===== config.mk =====
export PLATFORM = sky130hd
export DESIGN_NAME = wuns_nmi_enable
export DESIGN_NICKNAME = d
export VERILOG_FILES = /design/src/inc/wuns_pkg.sv /design/src/logic/wuns_w1_bank.sv /design/src/logic/wuns_apb_front.sv /design/src/logic/wuns_nmi_enable.sv
export SDC_FILE = /design/constraint.sdc
export NUM_CORES = 1
export LEC_CHECK = 0
export BUFFER_PORTS_ARGS = -buffer_cell sky130_fd_sc_hd__buf_4
export CORE_MARGIN = 2
export CORE_UTILIZATION = 40
export CTS_CLUSTER_SIZE = 20
export DETAILED_ROUTE_END_ITERATION = 7
export PLACE_DENSITY_LB_ADDON = 0.12
export SYNTH_ARGS = -nofsm -noshare
export SYNTH_HDL_FRONTEND = slang
export SYNTH_SLANG_ARGS = --single-unit

===== constraint.sdc =====
create_clock -name pclk -period 2.2 [get_ports pclk]
set_input_delay 0.44 -clock pclk [delete_from_list [all_inputs] [get_ports pclk]]
set_output_delay 0.44 -clock pclk [all_outputs]
set_load 0.01 [all_outputs]

===== src/inc/wuns_pkg.sv =====
// package of the watch-unit nmi enable block: register map, field layout, reset values
// assumes a 32-bit apb register bus with byte addresses and 12 watch events
`default_nettype none

package wuns_pkg;

    // ------------------------------------------------------------
    // sizes
    // ------------------------------------------------------------
    localparam int ADDR_W      = 12;
    localparam int DATA_W      = 32;
    localparam int EVENT_COUNT = 12;
    localparam int CAUSE_W     = 4;

    // ------------------------------------------------------------
    // register offsets (byte addresses)
    // ------------------------------------------------------------
    localparam logic [ADDR_W-1:0] OFS_EVENT_STATUS    = 12'h300;
    localparam logic [ADDR_W-1:0] OFS_IRQ_MASK        = 12'h304;
    localparam logic [ADDR_W-1:0] OFS_NMI_CAUSE       = 12'h308;
    localparam logic [ADDR_W-1:0] OFS_NMI_ENABLE_SET  = 12'h324;
    localparam logic [ADDR_W-1:0] OFS_NMI_ENABLE_CLR  = 12'h328;

    // ------------------------------------------------------------
    // field positions, index order A..L
    // ------------------------------------------------------------
    localparam int POS_AREA_ZERO_WRITE_WATCH        = 0;
    localparam int POS_AREA_ZERO_READ_WATCH         = 1;
    localparam int POS_AREA_ONE_WRITE_WATCH         = 2;
    localparam int POS_AREA_ONE_READ_WATCH          = 3;
    localparam int POS_AREA_TWO_WRITE_WATCH         = 4;
    localparam int POS_AREA_TWO_READ_WATCH          = 5;
    localparam int POS_AREA_THREE_WRITE_WATCH       = 6;
    localparam int POS_AREA_THREE_READ_WATCH        = 7;
    localparam int POS_PERIPH_AREA_ZERO_WRITE_WATCH = 24;
    localparam int POS_PERIPH_AREA_ZERO_READ_WATCH  = 25;
    localparam int POS_PERIPH_AREA_ONE_WRITE_WATCH  = 26;
    localparam int POS_PERIPH_AREA_ONE_READ_WATCH   = 27;

    localparam int FIELD_POS [EVENT_COUNT] = '{
        POS_AREA_ZERO_WRITE_WATCH,  POS_AREA_ZERO_READ_WATCH,
        POS_AREA_ONE_WRITE_WATCH,   POS_AREA_ONE_READ_WATCH,
        POS_AREA_TWO_WRITE_WATCH,   POS_AREA_TWO_READ_WATCH,
        POS_AREA_THREE_WRITE_WATCH, POS_AREA_THREE_READ_WATCH,
        POS_PERIPH_AREA_ZERO_WRITE_WATCH, POS_PERIPH_AREA_ZERO_READ_WATCH,
        POS_PERIPH_AREA_ONE_WRITE_WATCH,  POS_PERIPH_AREA_ONE_READ_WATCH
    };

    // nmi cause word: valid flag on top, index in the low bits
    localparam int POS_CAUSE_VALID = 31;

    // ------------------------------------------------------------
    // reset values
    // ------------------------------------------------------------
    localparam logic [EVENT_COUNT-1:0] RST_NMI_ENABLE   = 12'h000;
    localparam logic [EVENT_COUNT-1:0] RST_EVENT_STATUS = 12'h000;
    localparam logic [EVENT_COUNT-1:0] RST_IRQ_MASK     = 12'h000;
    localparam logic [DATA_W-1:0]      RST_PRDATA       = 32'h0000_0000;

endpackage : wuns_pkg

`default_nettype wire


===== src/logic/wuns_w1_bank.sv =====
// bank of sticky bits with independent set and clear vectors
// assumes set and clear are single-cycle strobes on pclk
`timescale 1ns/1ns
`default_nettype none

module wuns_w1_bank #(
    parameter int                 WIDTH     = 12,
    parameter logic [WIDTH-1:0]   RST_VALUE = '0
) (
    input  wire logic             pclk,
    input  wire logic             presetn,
    input  wire logic [WIDTH-1:0] set_vec,
    input  wire logic [WIDTH-1:0] clear_vec,
    output var  logic [WIDTH-1:0] state
);

    // ------------------------------------------------------------
    // one flop per bit
    // ------------------------------------------------------------
    logic [WIDTH-1:0] next_state;

    genvar i;
    generate
        for (i = 0; i < WIDTH; i++) begin : g_bit
            // a set arriving with a clear wins, so no event is lost
            assign next_state[i] = set_vec[i] | (state[i] & ~clear_vec[i]);
        end
    endgenerate

    // one process owns the whole vector, so no bit has two drivers
    always_ff @(posedge pclk or negedge presetn) begin
        if (!presetn) begin
            state <= RST_VALUE;
        end else begin
            state <= next_state;
        end
    end

endmodule : wuns_w1_bank

`default_nettype wire


===== src/logic/wuns_apb_front.sv =====
// apb slave handshake: one wait-free access phase, registered answer
// assumes read data and decode hit are combinational from paddr on pclk
`timescale 1ns/1ns
`default_nettype none

module wuns_apb_front (
    input  wire logic        pclk,
    input  wire logic        presetn,
    input  wire logic        psel,
    input  wire logic        penable,
    input  wire logic        pwrite,
    input  wire logic        addr_hit,
    input  wire logic        addr_writable,
    input  wire logic [31:0] read_word,
    output var  logic        write_en,
    output var  logic [31:0] prdata,
    output var  logic        pready,
    output var  logic        pslverr
);

    // ------------------------------------------------------------
    // handshake
    // ------------------------------------------------------------
    logic setup_phase;
    logic bad_access;

    assign setup_phase = psel & ~penable;
    assign bad_access  = ~addr_hit | (pwrite & ~addr_writable);
    // write lands only on the edge where the master sees pready
    assign write_en    = psel & penable & pready & pwrite & ~pslverr;

    always_ff @(posedge pclk or negedge presetn) begin
        if (!presetn) begin
            pready  <= 1'b0;
            pslverr <= 1'b0;
            prdata  <= wuns_pkg::RST_PRDATA;
        end else begin
            pready  <= setup_phase;
            pslverr <= setup_phase & bad_access;
            // read data sampled in setup; stable through the access phase
            if (setup_phase) begin
                prdata <= (pwrite | bad_access) ? wuns_pkg::RST_PRDATA : read_word;
            end
        end
    end

endmodule : wuns_apb_front

`default_nettype wire


===== src/logic/wuns_nmi_enable.sv =====
// watch-unit nmi enable block: set/clear enable registers, event status, irq and nmi outputs
// assumes watch_event pulses come from logic on pclk; apb master on the same clock
//
// The APB register port was left to the implementer.
`timescale 1ns/1ns
`default_nettype none

// Behaviour
// - write one sets area write-watch nmi enable
// - write one sets area read-watch nmi enable
// - write one sets periph write-watch nmi enable
// - write one sets periph read-watch nmi enable
// - clear register write one clears enable
module wuns_nmi_enable #(
    parameter int EVENTS = wuns_pkg::EVENT_COUNT
) (
    input  wire logic                        pclk,
    input  wire logic                        presetn,
    input  wire logic                        psel,
    input  wire logic                        penable,
    input  wire logic                        pwrite,
    input  wire logic [wuns_pkg::ADDR_W-1:0] paddr,
    input  wire logic [wuns_pkg::DATA_W-1:0] pwdata,
    output var  logic [wuns_pkg::DATA_W-1:0] prdata,
    output var  logic                        pready,
    output var  logic                        pslverr,
    input  wire logic [EVENTS-1:0]           watch_event,
    output var  logic [EVENTS-1:0]           nmi_enable,
    output var  logic                        nmi,
    output var  logic                        irq
);

    // ------------------------------------------------------------
    // address decode
    // ------------------------------------------------------------
    logic sel_status;
    logic sel_mask;
    logic sel_cause;
    logic sel_set;
    logic sel_clear;
    logic addr_hit;
    logic addr_writable;
    logic write_en;

    assign sel_status    = (paddr == wuns_pkg::OFS_EVENT_STATUS);
    assign sel_mask      = (paddr == wuns_pkg::OFS_IRQ_MASK);
    assign sel_cause     = (paddr == wuns_pkg::OFS_NMI_CAUSE);
    assign sel_set       = (paddr == wuns_pkg::OFS_NMI_ENABLE_SET);
    assign sel_clear     = (paddr == wuns_pkg::OFS_NMI_ENABLE_CLR);
    assign addr_hit      = sel_status | sel_mask | sel_cause | sel_set | sel_clear;
    // cause is read-only; writing it answers with an error
    assign addr_writable = addr_hit & ~sel_cause;

    // ------------------------------------------------------------
    // field unpack / pack
    // ------------------------------------------------------------
    logic [EVENTS-1:0]           wr_fields;
    logic [EVENTS-1:0]           event_status;
    logic [EVENTS-1:0]           irq_mask;
    logic [EVENTS-1:0]           nmi_pending;
    logic [wuns_pkg::DATA_W-1:0] enable_word;
    logic [wuns_pkg::DATA_W-1:0] status_word;
    logic [wuns_pkg::DATA_W-1:0] mask_word;

    genvar i;
    generate
        for (i = 0; i < EVENTS; i++) begin : g_field
            assign wr_fields[i] = pwdata[wuns_pkg::FIELD_POS[i]];
        end
    endgenerate

    always_comb begin
        enable_word = '0;
        status_word = '0;
        mask_word   = '0;
        for (int k = 0; k < EVENTS; k++) begin
            enable_word[wuns_pkg::FIELD_POS[k]] = nmi_enable[k];
            status_word[wuns_pkg::FIELD_POS[k]] = event_status[k];
            mask_word[wuns_pkg::FIELD_POS[k]]   = irq_mask[k];
        end
    end

    // ------------------------------------------------------------
    // nmi enable: set and clear views of one bank
    // ------------------------------------------------------------
    logic [EVENTS-1:0] enable_set;
    logic [EVENTS-1:0] enable_clear;
    logic              wr_set;
    logic              wr_clear;

    assign wr_set   = write_en & sel_set;
    assign wr_clear = write_en & sel_clear;

    // only ones act; zero bits keep their enable
    generate
        for (i = 0; i < EVENTS; i++) begin : g_enable
            if (i < 8 && (i % 2) == 0) begin : g_area_wr
                assign enable_set[i] = wr_set & wr_fields[i];
            end else if (i < 8) begin : g_area_rd
                assign enable_set[i] = wr_set & wr_fields[i];
            end else if ((i % 2) == 0) begin : g_periph_wr
                assign enable_set[i] = wr_set & wr_fields[i];
            end else begin : g_periph_rd
                assign enable_set[i] = wr_set & wr_fields[i];
            end
            assign enable_clear[i] = wr_clear & wr_fields[i];
        end
    endgenerate

    wuns_w1_bank #(
        .WIDTH     (EVENTS),
        .RST_VALUE (wuns_pkg::RST_NMI_ENABLE)
    ) u_enable (
        .pclk      (pclk),
        .presetn   (presetn),
        .set_vec   (enable_set),
        .clear_vec (enable_clear),
        .state     (nmi_enable)
    );

    // ------------------------------------------------------------
    // event status (sticky, write one to clear) and irq mask
    // ------------------------------------------------------------
    logic [EVENTS-1:0] status_clear;

    assign status_clear = (write_en & sel_status) ? wr_fields : '0;

    wuns_w1_bank #(
        .WIDTH     (EVENTS),
        .RST_VALUE (wuns_pkg::RST_EVENT_STATUS)
    ) u_status (
        .pclk      (pclk),
        .presetn   (presetn),
        .set_vec   (watch_event),
        .clear_vec (status_clear),
        .state     (event_status)
    );

    always_ff @(posedge pclk or negedge presetn) begin
        if (!presetn) begin
            irq_mask <= wuns_pkg::RST_IRQ_MASK;
        end else if (write_en && sel_mask) begin
            irq_mask <= wr_fields;
        end
    end

    // ------------------------------------------------------------
    // cause: lowest pending event routed to nmi
    // ------------------------------------------------------------
    logic [wuns_pkg::CAUSE_W-1:0] cause_index;
    logic [wuns_pkg::DATA_W-1:0]  cause_word;

    assign nmi_pending = event_status & nmi_enable;

    always_comb begin
        cause_index = '0;
        for (int k = EVENTS - 1; k >= 0; k--) begin
            if (nmi_pending[k]) begin
                cause_index = k[wuns_pkg::CAUSE_W-1:0];
            end
        end
    end

    always_comb begin
        cause_word = '0;
        cause_word[wuns_pkg::CAUSE_W-1:0]   = cause_index;
        cause_word[wuns_pkg::POS_CAUSE_VALID] = |nmi_pending;
    end

    // ------------------------------------------------------------
    // read mux and bus handshake
    // ------------------------------------------------------------
    logic [wuns_pkg::DATA_W-1:0] read_word;

    // set and clear both read back the live enables
    assign read_word = ((sel_set | sel_clear) ? enable_word : '0)
                     | (sel_status ? status_word : '0)
                     | (sel_mask   ? mask_word   : '0)
                     | (sel_cause  ? cause_word  : '0);

    wuns_apb_front u_front (
        .pclk          (pclk),
        .presetn       (presetn),
        .psel          (psel),
        .penable       (penable),
        .pwrite        (pwrite),
        .addr_hit      (addr_hit),
        .addr_writable (addr_writable),
        .read_word     (read_word),
        .write_en      (write_en),
        .prdata        (prdata),
        .pready        (pready),
        .pslverr       (pslverr)
    );

    // ------------------------------------------------------------
    // outputs
    // ------------------------------------------------------------
    // one cycle late, but glitch-free toward the core
    always_ff @(posedge pclk or negedge presetn) begin
        if (!presetn) begin
            nmi <= 1'b0;
            irq <= 1'b0;
        end else begin
            nmi <= |nmi_pending;
            irq <= |(event_status & irq_mask);
        end
    end

endmodule : wuns_nmi_enable

`default_nettype wire


==> run metrics, run 1 <==
status completed; Die W 88.4 um; DR pass1 iterations 4; peak supply drop roughly 0.00033 V; Worst Tran Pin Value ~660 ps; CTS sink cnt 53; I/O pin count approximately 110; post-CTS setup buffer count 0; design area between 3000 and 4000 um^2; Pins Over Slew Limit 0; Synth area leader dfrtp_1; Tmin final 1690 ps; Worst Skew roughly 5.3 ps; core footprint 6830 um^2; Synth Area in Simple Gates approximately 17%; Max Cap Viol 0; nets between 400 and 500; Total Neg Setup Slack 0 ps; worst-path fanout max 12; Post-synth EDFFs 0; FP Rows 30; Hold WS 162 ps; placed wire-length estimate between 5000 and 6000 um; Synth Area in Adders 0%; Clock H-tree levels 2; Vias/cell 5.23; vias in the first global route between 2000 and 2500; Finish-stage setup viols 0; WL final between 7000 and 8000 um; Synth cell types between 40 and 50; Hold Path Class primary input to asynchronous set/reset pin; RSZ-0062 raised after global routing no; initial antenna violation count 0; Initial Utilization around two fifths; ys async rst share 100%; area fraction of the dominant cell type after synthesis a little under half; Max Clk Rate 591 MHz; Antenna Violating Nets Remaining 0; XOR/XNOR Fraction of Synth Area 0%; Top FF cell, synth dfrtp_1; Skew-Pair Late Insertion Delay a little over 300 ps; Remaining DRCs 0; Congestion Overflow GR 0; ranking of synthesized cells by area dfrtp_1, mux2_2, nand2_1; critical path capture point type flop; largest net degree at the start of global routing 54; cells after synthesis ~280; routed vias roughly 2300; Core Util, Final a little over half; Total Routing Usage GR between 10% and 20%; complex-gate fraction of the synthesized area roughly 20%; WS Path Type flop to flop; Post-Syn Area between 2000 and 3000 um^2; CTS Buffer Depth 2; Startpoint Class flop; Iter 0 DRT Violations 240; first-pass GRT wire length around 12000 um; GPL Wtd Cong about 0.85; Routed wire per std cell around 16 um; Hold Violations, Final 0; relative slew slack 55.7%; Yosys reg bits 53; Layout fillers between 600 and 700; multiplexer share of the synthesized area a little under a tenth; synthesized area per cell just over 10 um^2; Final Cycle Share 76.9%; # resized after CTS 0; cts hold-fix bufs 0; CTS tree done; share of cells above drive strength 1 33.1%; Leakage roughly 1.6 nW; CTS Buf Count 5; clock-pin slew on the worst setup and hold paths roughly 90 ps; clk root buf clkbuf_8; CP arrival ~1900 ps; Layout area overhead 25.2%; largest family of logic cells by synthesized area compound AO/OA/AOI/OAI gates; Port Buffers slightly below 70; Placed Area roughly 3500 um^2; Die ar. between 7000 and 8000 um^2; Worst Path Required ~2400 ps; Ys Warns 0; die height just under 90 um; Seq/Total Area, Yosys 46.5%; PwrDens between 500 and 600 nW/um^2; ant diodes 0
==> metrics by stage <==
step | worst slack, ps | instances | power (W)
2_1_floorplan | 428 | 294 | 0.00109
6_report | 509 | 446 | 0.00184
3_3_place_gp | 205 | 438 | 0.00116
5_1_grt | 432 | 446 | 0.00190
3_5_place_dp | 177 | 438 | 0.00116
4_1_cts | 487 | 446 | 0.00185
==> report_power, final <==
group | leakage (nW) | internal (W) | total, W | switching [W]
Sequential | 0.676 | 0.000975 | 0.000976 | 0.000000963
Combinational | 0.866 | 0.0000752 | 0.000168 | 0.0000927
Clock | 0.0585 | 0.000371 | 0.000692 | 0.000320
==> registers in the layout, summed over array words and instances (netlist names) <==
| name | count |
|---|---|
| irq_mask | 12 |
| u_front.pready | 1 |
| u_front.prdata | 13 |
| nmi | 1 |
| u_front.pslverr | 1 |
| u_status.state | 12 |
| u_enable.state | 12 |
| irq | 1 |
==> cell families (layout without fill, tap and decap cells) <==
| family | count (synthesis) | count (layout) |
|---|---|---|
| buffers and inverters | 33 | 89 |
| muxes | 23 | 23 |
| DFF | 53 | 53 |
| AOI/OAI and AO/OA | 78 | 78 |
| and+or+nand+nor | 88 | 88 |
| other | 1 | 19 |
==> synthesized netlist by cell type (5+ instances only) <==
cell,instances
nand2_1,50
dfrtp_1,53
a22oi_1,14
a22o_1,16
o21ai_1,9
o21ai_0,5
a21oi_1,6
nor2_1,8
a21o_1,13
buf_4,21
buf_2,7
mux2_2,23
==> worst max-delay path, cell delays in order, from the launching register on <==
cell	delay, ps
dfrtp_1	350
nand4_1	90
or2_1	310
and4bb_1	340
buf_12	160
mux2_2	330
==> path summary, 6_finish.rpt <==
path | start | endpoint | slack [ps] | depth (start not counted)
min in group pclk | watch_event[6] | u_status.state[6]$_DFF_PN0_ | 300 | 2
min | presetn | u_front.pslverr$_DFF_PN0_ | 160 | 1
max reg2reg | u_front.pready$_DFF_PN0_ | irq_mask[3]$_DFFE_PN0P_ | 510 | 5
max in group asynchronous | presetn | irq_mask[6]$_DFFE_PN0P_ | 1600 | 1
min reg2reg | u_front.prdata[27]$_DFFE_PN0P_ | u_front.prdata[27]$_DFFE_PN0P_ | 490 | 2
max | u_front.pready$_DFF_PN0_ | irq_mask[3]$_DFFE_PN0P_ | 510 | 5
==> placed cells by master, fill, tap and decap left out, types with 2 or more instances in the layout <==
cell type  synthesis  routed
nor2b_1            3       3
mux2_2            23      23
buf_4             21      77
conb_1             1      19
a21oi_1            6       6
nand2b_1           2       2
nor2_1             8       8
nand4b_1           3       3
buf_12             0       2
nand2_1           50      50
dfrtp_1           53      53
inv_1              2       2
o21ai_0            5       5
nand3_1            4       4
o21ai_1            9       9
a221oi_1           4       4
a22oi_1           14      14
clkbuf_8           0       6
nor3_2             2       2
and2_1             3       3
a21o_1            13      13
a22o_1            16      16
and3_1             2       2
==> per-layer routing <==
layer,track usage [%],up-vias,part of all wire [%]
li1,-,1116,-
met1,29.3,1115,48
met2,27.6,89,45
met3,3.82,11,5.6
met4,5.79,0,1.9
met5,0,-,0
==> area by class of cell <==
| type | count | area [um^2] | share of cell area, % |
|---|---|---|---|
| Multi-Input combinational cell | 208 | 1380 | 38.7 |
| Clock buffer | 7 | 86.3 | 2.42 |
| Sequential cell | 53 | 1330 | 37.2 |
| Tap cell | 96 | 120 | 3.37 |
| Clock inverter | 1 | 30.0 | 0.842 |
| Timing Repair Buffer | 79 | 618 | 17.3 |
| Inverter | 2 | 7.51 | 0.210 |
Power figures use the tool's default switching activity.
==> inputs of run 2 (changes only) <==
- clock period: 2.2 -> 1.5 ns (I/O delays scaled with it)
==> run metrics, run 2 (synthesis gave the netlist of run 1 again) <==
status complete, but fails checks; failing checks negative setup slack; commonest non-fill, non-tap cell in the layout buf_4; Port Buffers 69 (unchanged); CTS sink cnt 53 (unchanged); met2 wire length 3780 um (+20%); initial antenna violation count 0 (unchanged); Final WS setup -138 ps (-647 ps); r2r setup slk -140 ps (-650 ps); Layout fillers 633 (-2.2%); commonest cells after routing, fill and taps aside buf_4, dfrtp_1, nand2_1, conb_1, a22o_1; DR pass1 iterations 4 (unchanged); Antenna Violating Nets Remaining 0 (unchanged); Layout area overhead 42.4%; GPL Wtd Cong 0.877 (+2.9%); ant diodes 0 (unchanged); Leakage 1.85 nW (+16%); placed wire-length estimate 5920 um (+11%); CTS tree done; Worst Path Required 1700 ps (-700 ps); share of cells above drive strength 1 45.2% (+12 points); CP arrival 1830 ps (-60 ps); largest net degree at the start of global routing 29 (-46%); Max Cap Viol 0 (unchanged); core footprint 6830 um^2 (unchanged); Initial Utilization 41.7% (unchanged); I/O pin count 109 (unchanged); routed vias 2497 (+7.1%); Routed met3 length 428 um (+7.8%); Startpoint Class flop; Worst Skew 3.92 ps (-1.38 ps); Placed Area 3730 um^2 (+8.0%); Remaining DRCs 0 (unchanged); clk root buf clkbuf_8; Vias/cell 5.15 (-1.5%); die height 88.4 um (unchanged); worst-path fanout max 12 (unchanged); Die W 88.4 um (unchanged); CTS Buffer Depth 2 (unchanged); most flop-heavy register u_front.prdata; clock-pin slew on the worst setup and hold paths 90 ps (about the same); vias in the first global route 2480 (+11%); RSZ-0062 raised after global routing yes; Clock H-tree levels 2 (unchanged); PwrDens 676 nW/um^2 (+31%); nets 449 (+9.5%); Largest register FFs 13 (unchanged); first-pass GRT wire length 12800 um (+11%); Final Cycle Share 109% (+32 points); critical path capture point type flop; Total Routing Usage GR 21.5% (+2.3 points); FP Rows 30 (unchanged); Routed wire per std cell 16.7 um (+5.6%); Highest Signal Layer met4; WL final 8090 um (+15%); Finish-stage setup viols 35 (+35); Max Clk Rate 610 MHz (+3.2%); Skew-Pair Late Insertion Delay 300 ps (about the same); peak supply drop 0.000374 V (+13%); Tmin final 1640 ps (-52.7 ps); Iter 0 DRT Violations 177 (-26%); Pins Over Slew Limit 0 (unchanged); design area 4060 um^2 (+14%); WS Path Type flop to flop; Hold Path Class primary input to flop; Die ar. 7820 um^2 (unchanged); Hold WS 166 ps (+3.89 ps); Hold Violations, Final 0 (unchanged); Metal-1 WL 3800 um (+12%); Congestion Overflow GR 0 (unchanged); CTS Buf Count 5 (unchanged)
[run 2: changes by cell type in the layout (fill, tap and decap cells not counted), sizes merged]
cell         before  now
buf              79  117
dlygate4sd3       0    1
[run 2: where the power goes]
part	leakage (nW)	total [W]	switching [W]	internal (W)
sequential	0.674	0.00143	0.00000157	0.00143
combinational	1.12	0.000302	0.000157	0.000145
clock	0.0585	0.00101	0.000462	0.000545
[run 2: worst max-delay path, cell delays in order, from the launching register on]
cell and delay [ps]:
dfrtp_1 360, nand4_1 90, or2_4 280, and4bb_1 300, buf_12 170, mux2_2 340
[run 2: per-layer routing]
| metal | vias up | track usage, % |
|---|---|---|
| met5 | - | 0 |
| met4 | 0 | 5.79 |
| met3 | 10 | 3.54 |
| met2 | 88 | 34.5 |
| met1 | 1204 | 30.5 |
| li1 | 1195 | - |
[run 2: final timing paths]
path | from | end | depth (start not counted)
max | u_front.pready$_DFF_PN0_ | irq_mask[2]$_DFFE_PN0P_ | 5
min | watch_event[1] | u_status.state[1]$_DFF_PN0_ | 2
max reg2reg | u_front.pready$_DFF_PN0_ | irq_mask[2]$_DFFE_PN0P_ | 5
min reg2reg | u_front.prdata[24]$_DFFE_PN0P_ | u_front.prdata[24]$_DFFE_PN0P_ | 2
max in group asynchronous | presetn | u_status.state[4]$_DFF_PN0_ | 3
min in group asynchronous | presetn | u_front.pslverr$_DFF_PN0_ | 2
[run 2: metrics by stage]
step | total power (W) | setup slack (ps) | utilization, % | std cells | TNS, ps
3_3_place_gp | 0.00174 | -270 | 54.6 | 472 | -11680
4_1_cts | 0.00275 | -126 | 57.1 | 484 | -3820
2_1_floorplan | 0.00160 | -156 | - | 294 | -3370
3_5_place_dp | 0.00175 | -301 | 54.6 | 472 | -13130
5_1_grt | 0.00284 | -225 | 59.4 | 485 | -6620
6_report | 0.00274 | -138 | 59.4 | 485 | -4000
[run 2: what timing repair did]
action | 4_1_cts | 5_1_grt
gates resized for setup | 6 | 42
setup endpoints to repair | 37 | 49
endpoints found under the hold margin | 25 | 0
pin swaps | 2 | 18
buffers inserted | 3 | 0
gates cloned | 0 | 1
hold buffers | 1 | 0
[run 2: final cells by class]
cell class / instances / area, um^2 / area share [%]
Clock buffer: 7 / 86.3 / 2.13
Clock inverter: 1 / 30.0 / 0.740
Inverter: 2 / 7.51 / 0.185
Multi-Input combinational cell: 208 / 1520 / 37.4
Sequential cell: 53 / 1330 / 32.7
Tap cell: 96 / 120 / 2.96
Timing Repair Buffer: 118 / 967 / 23.8
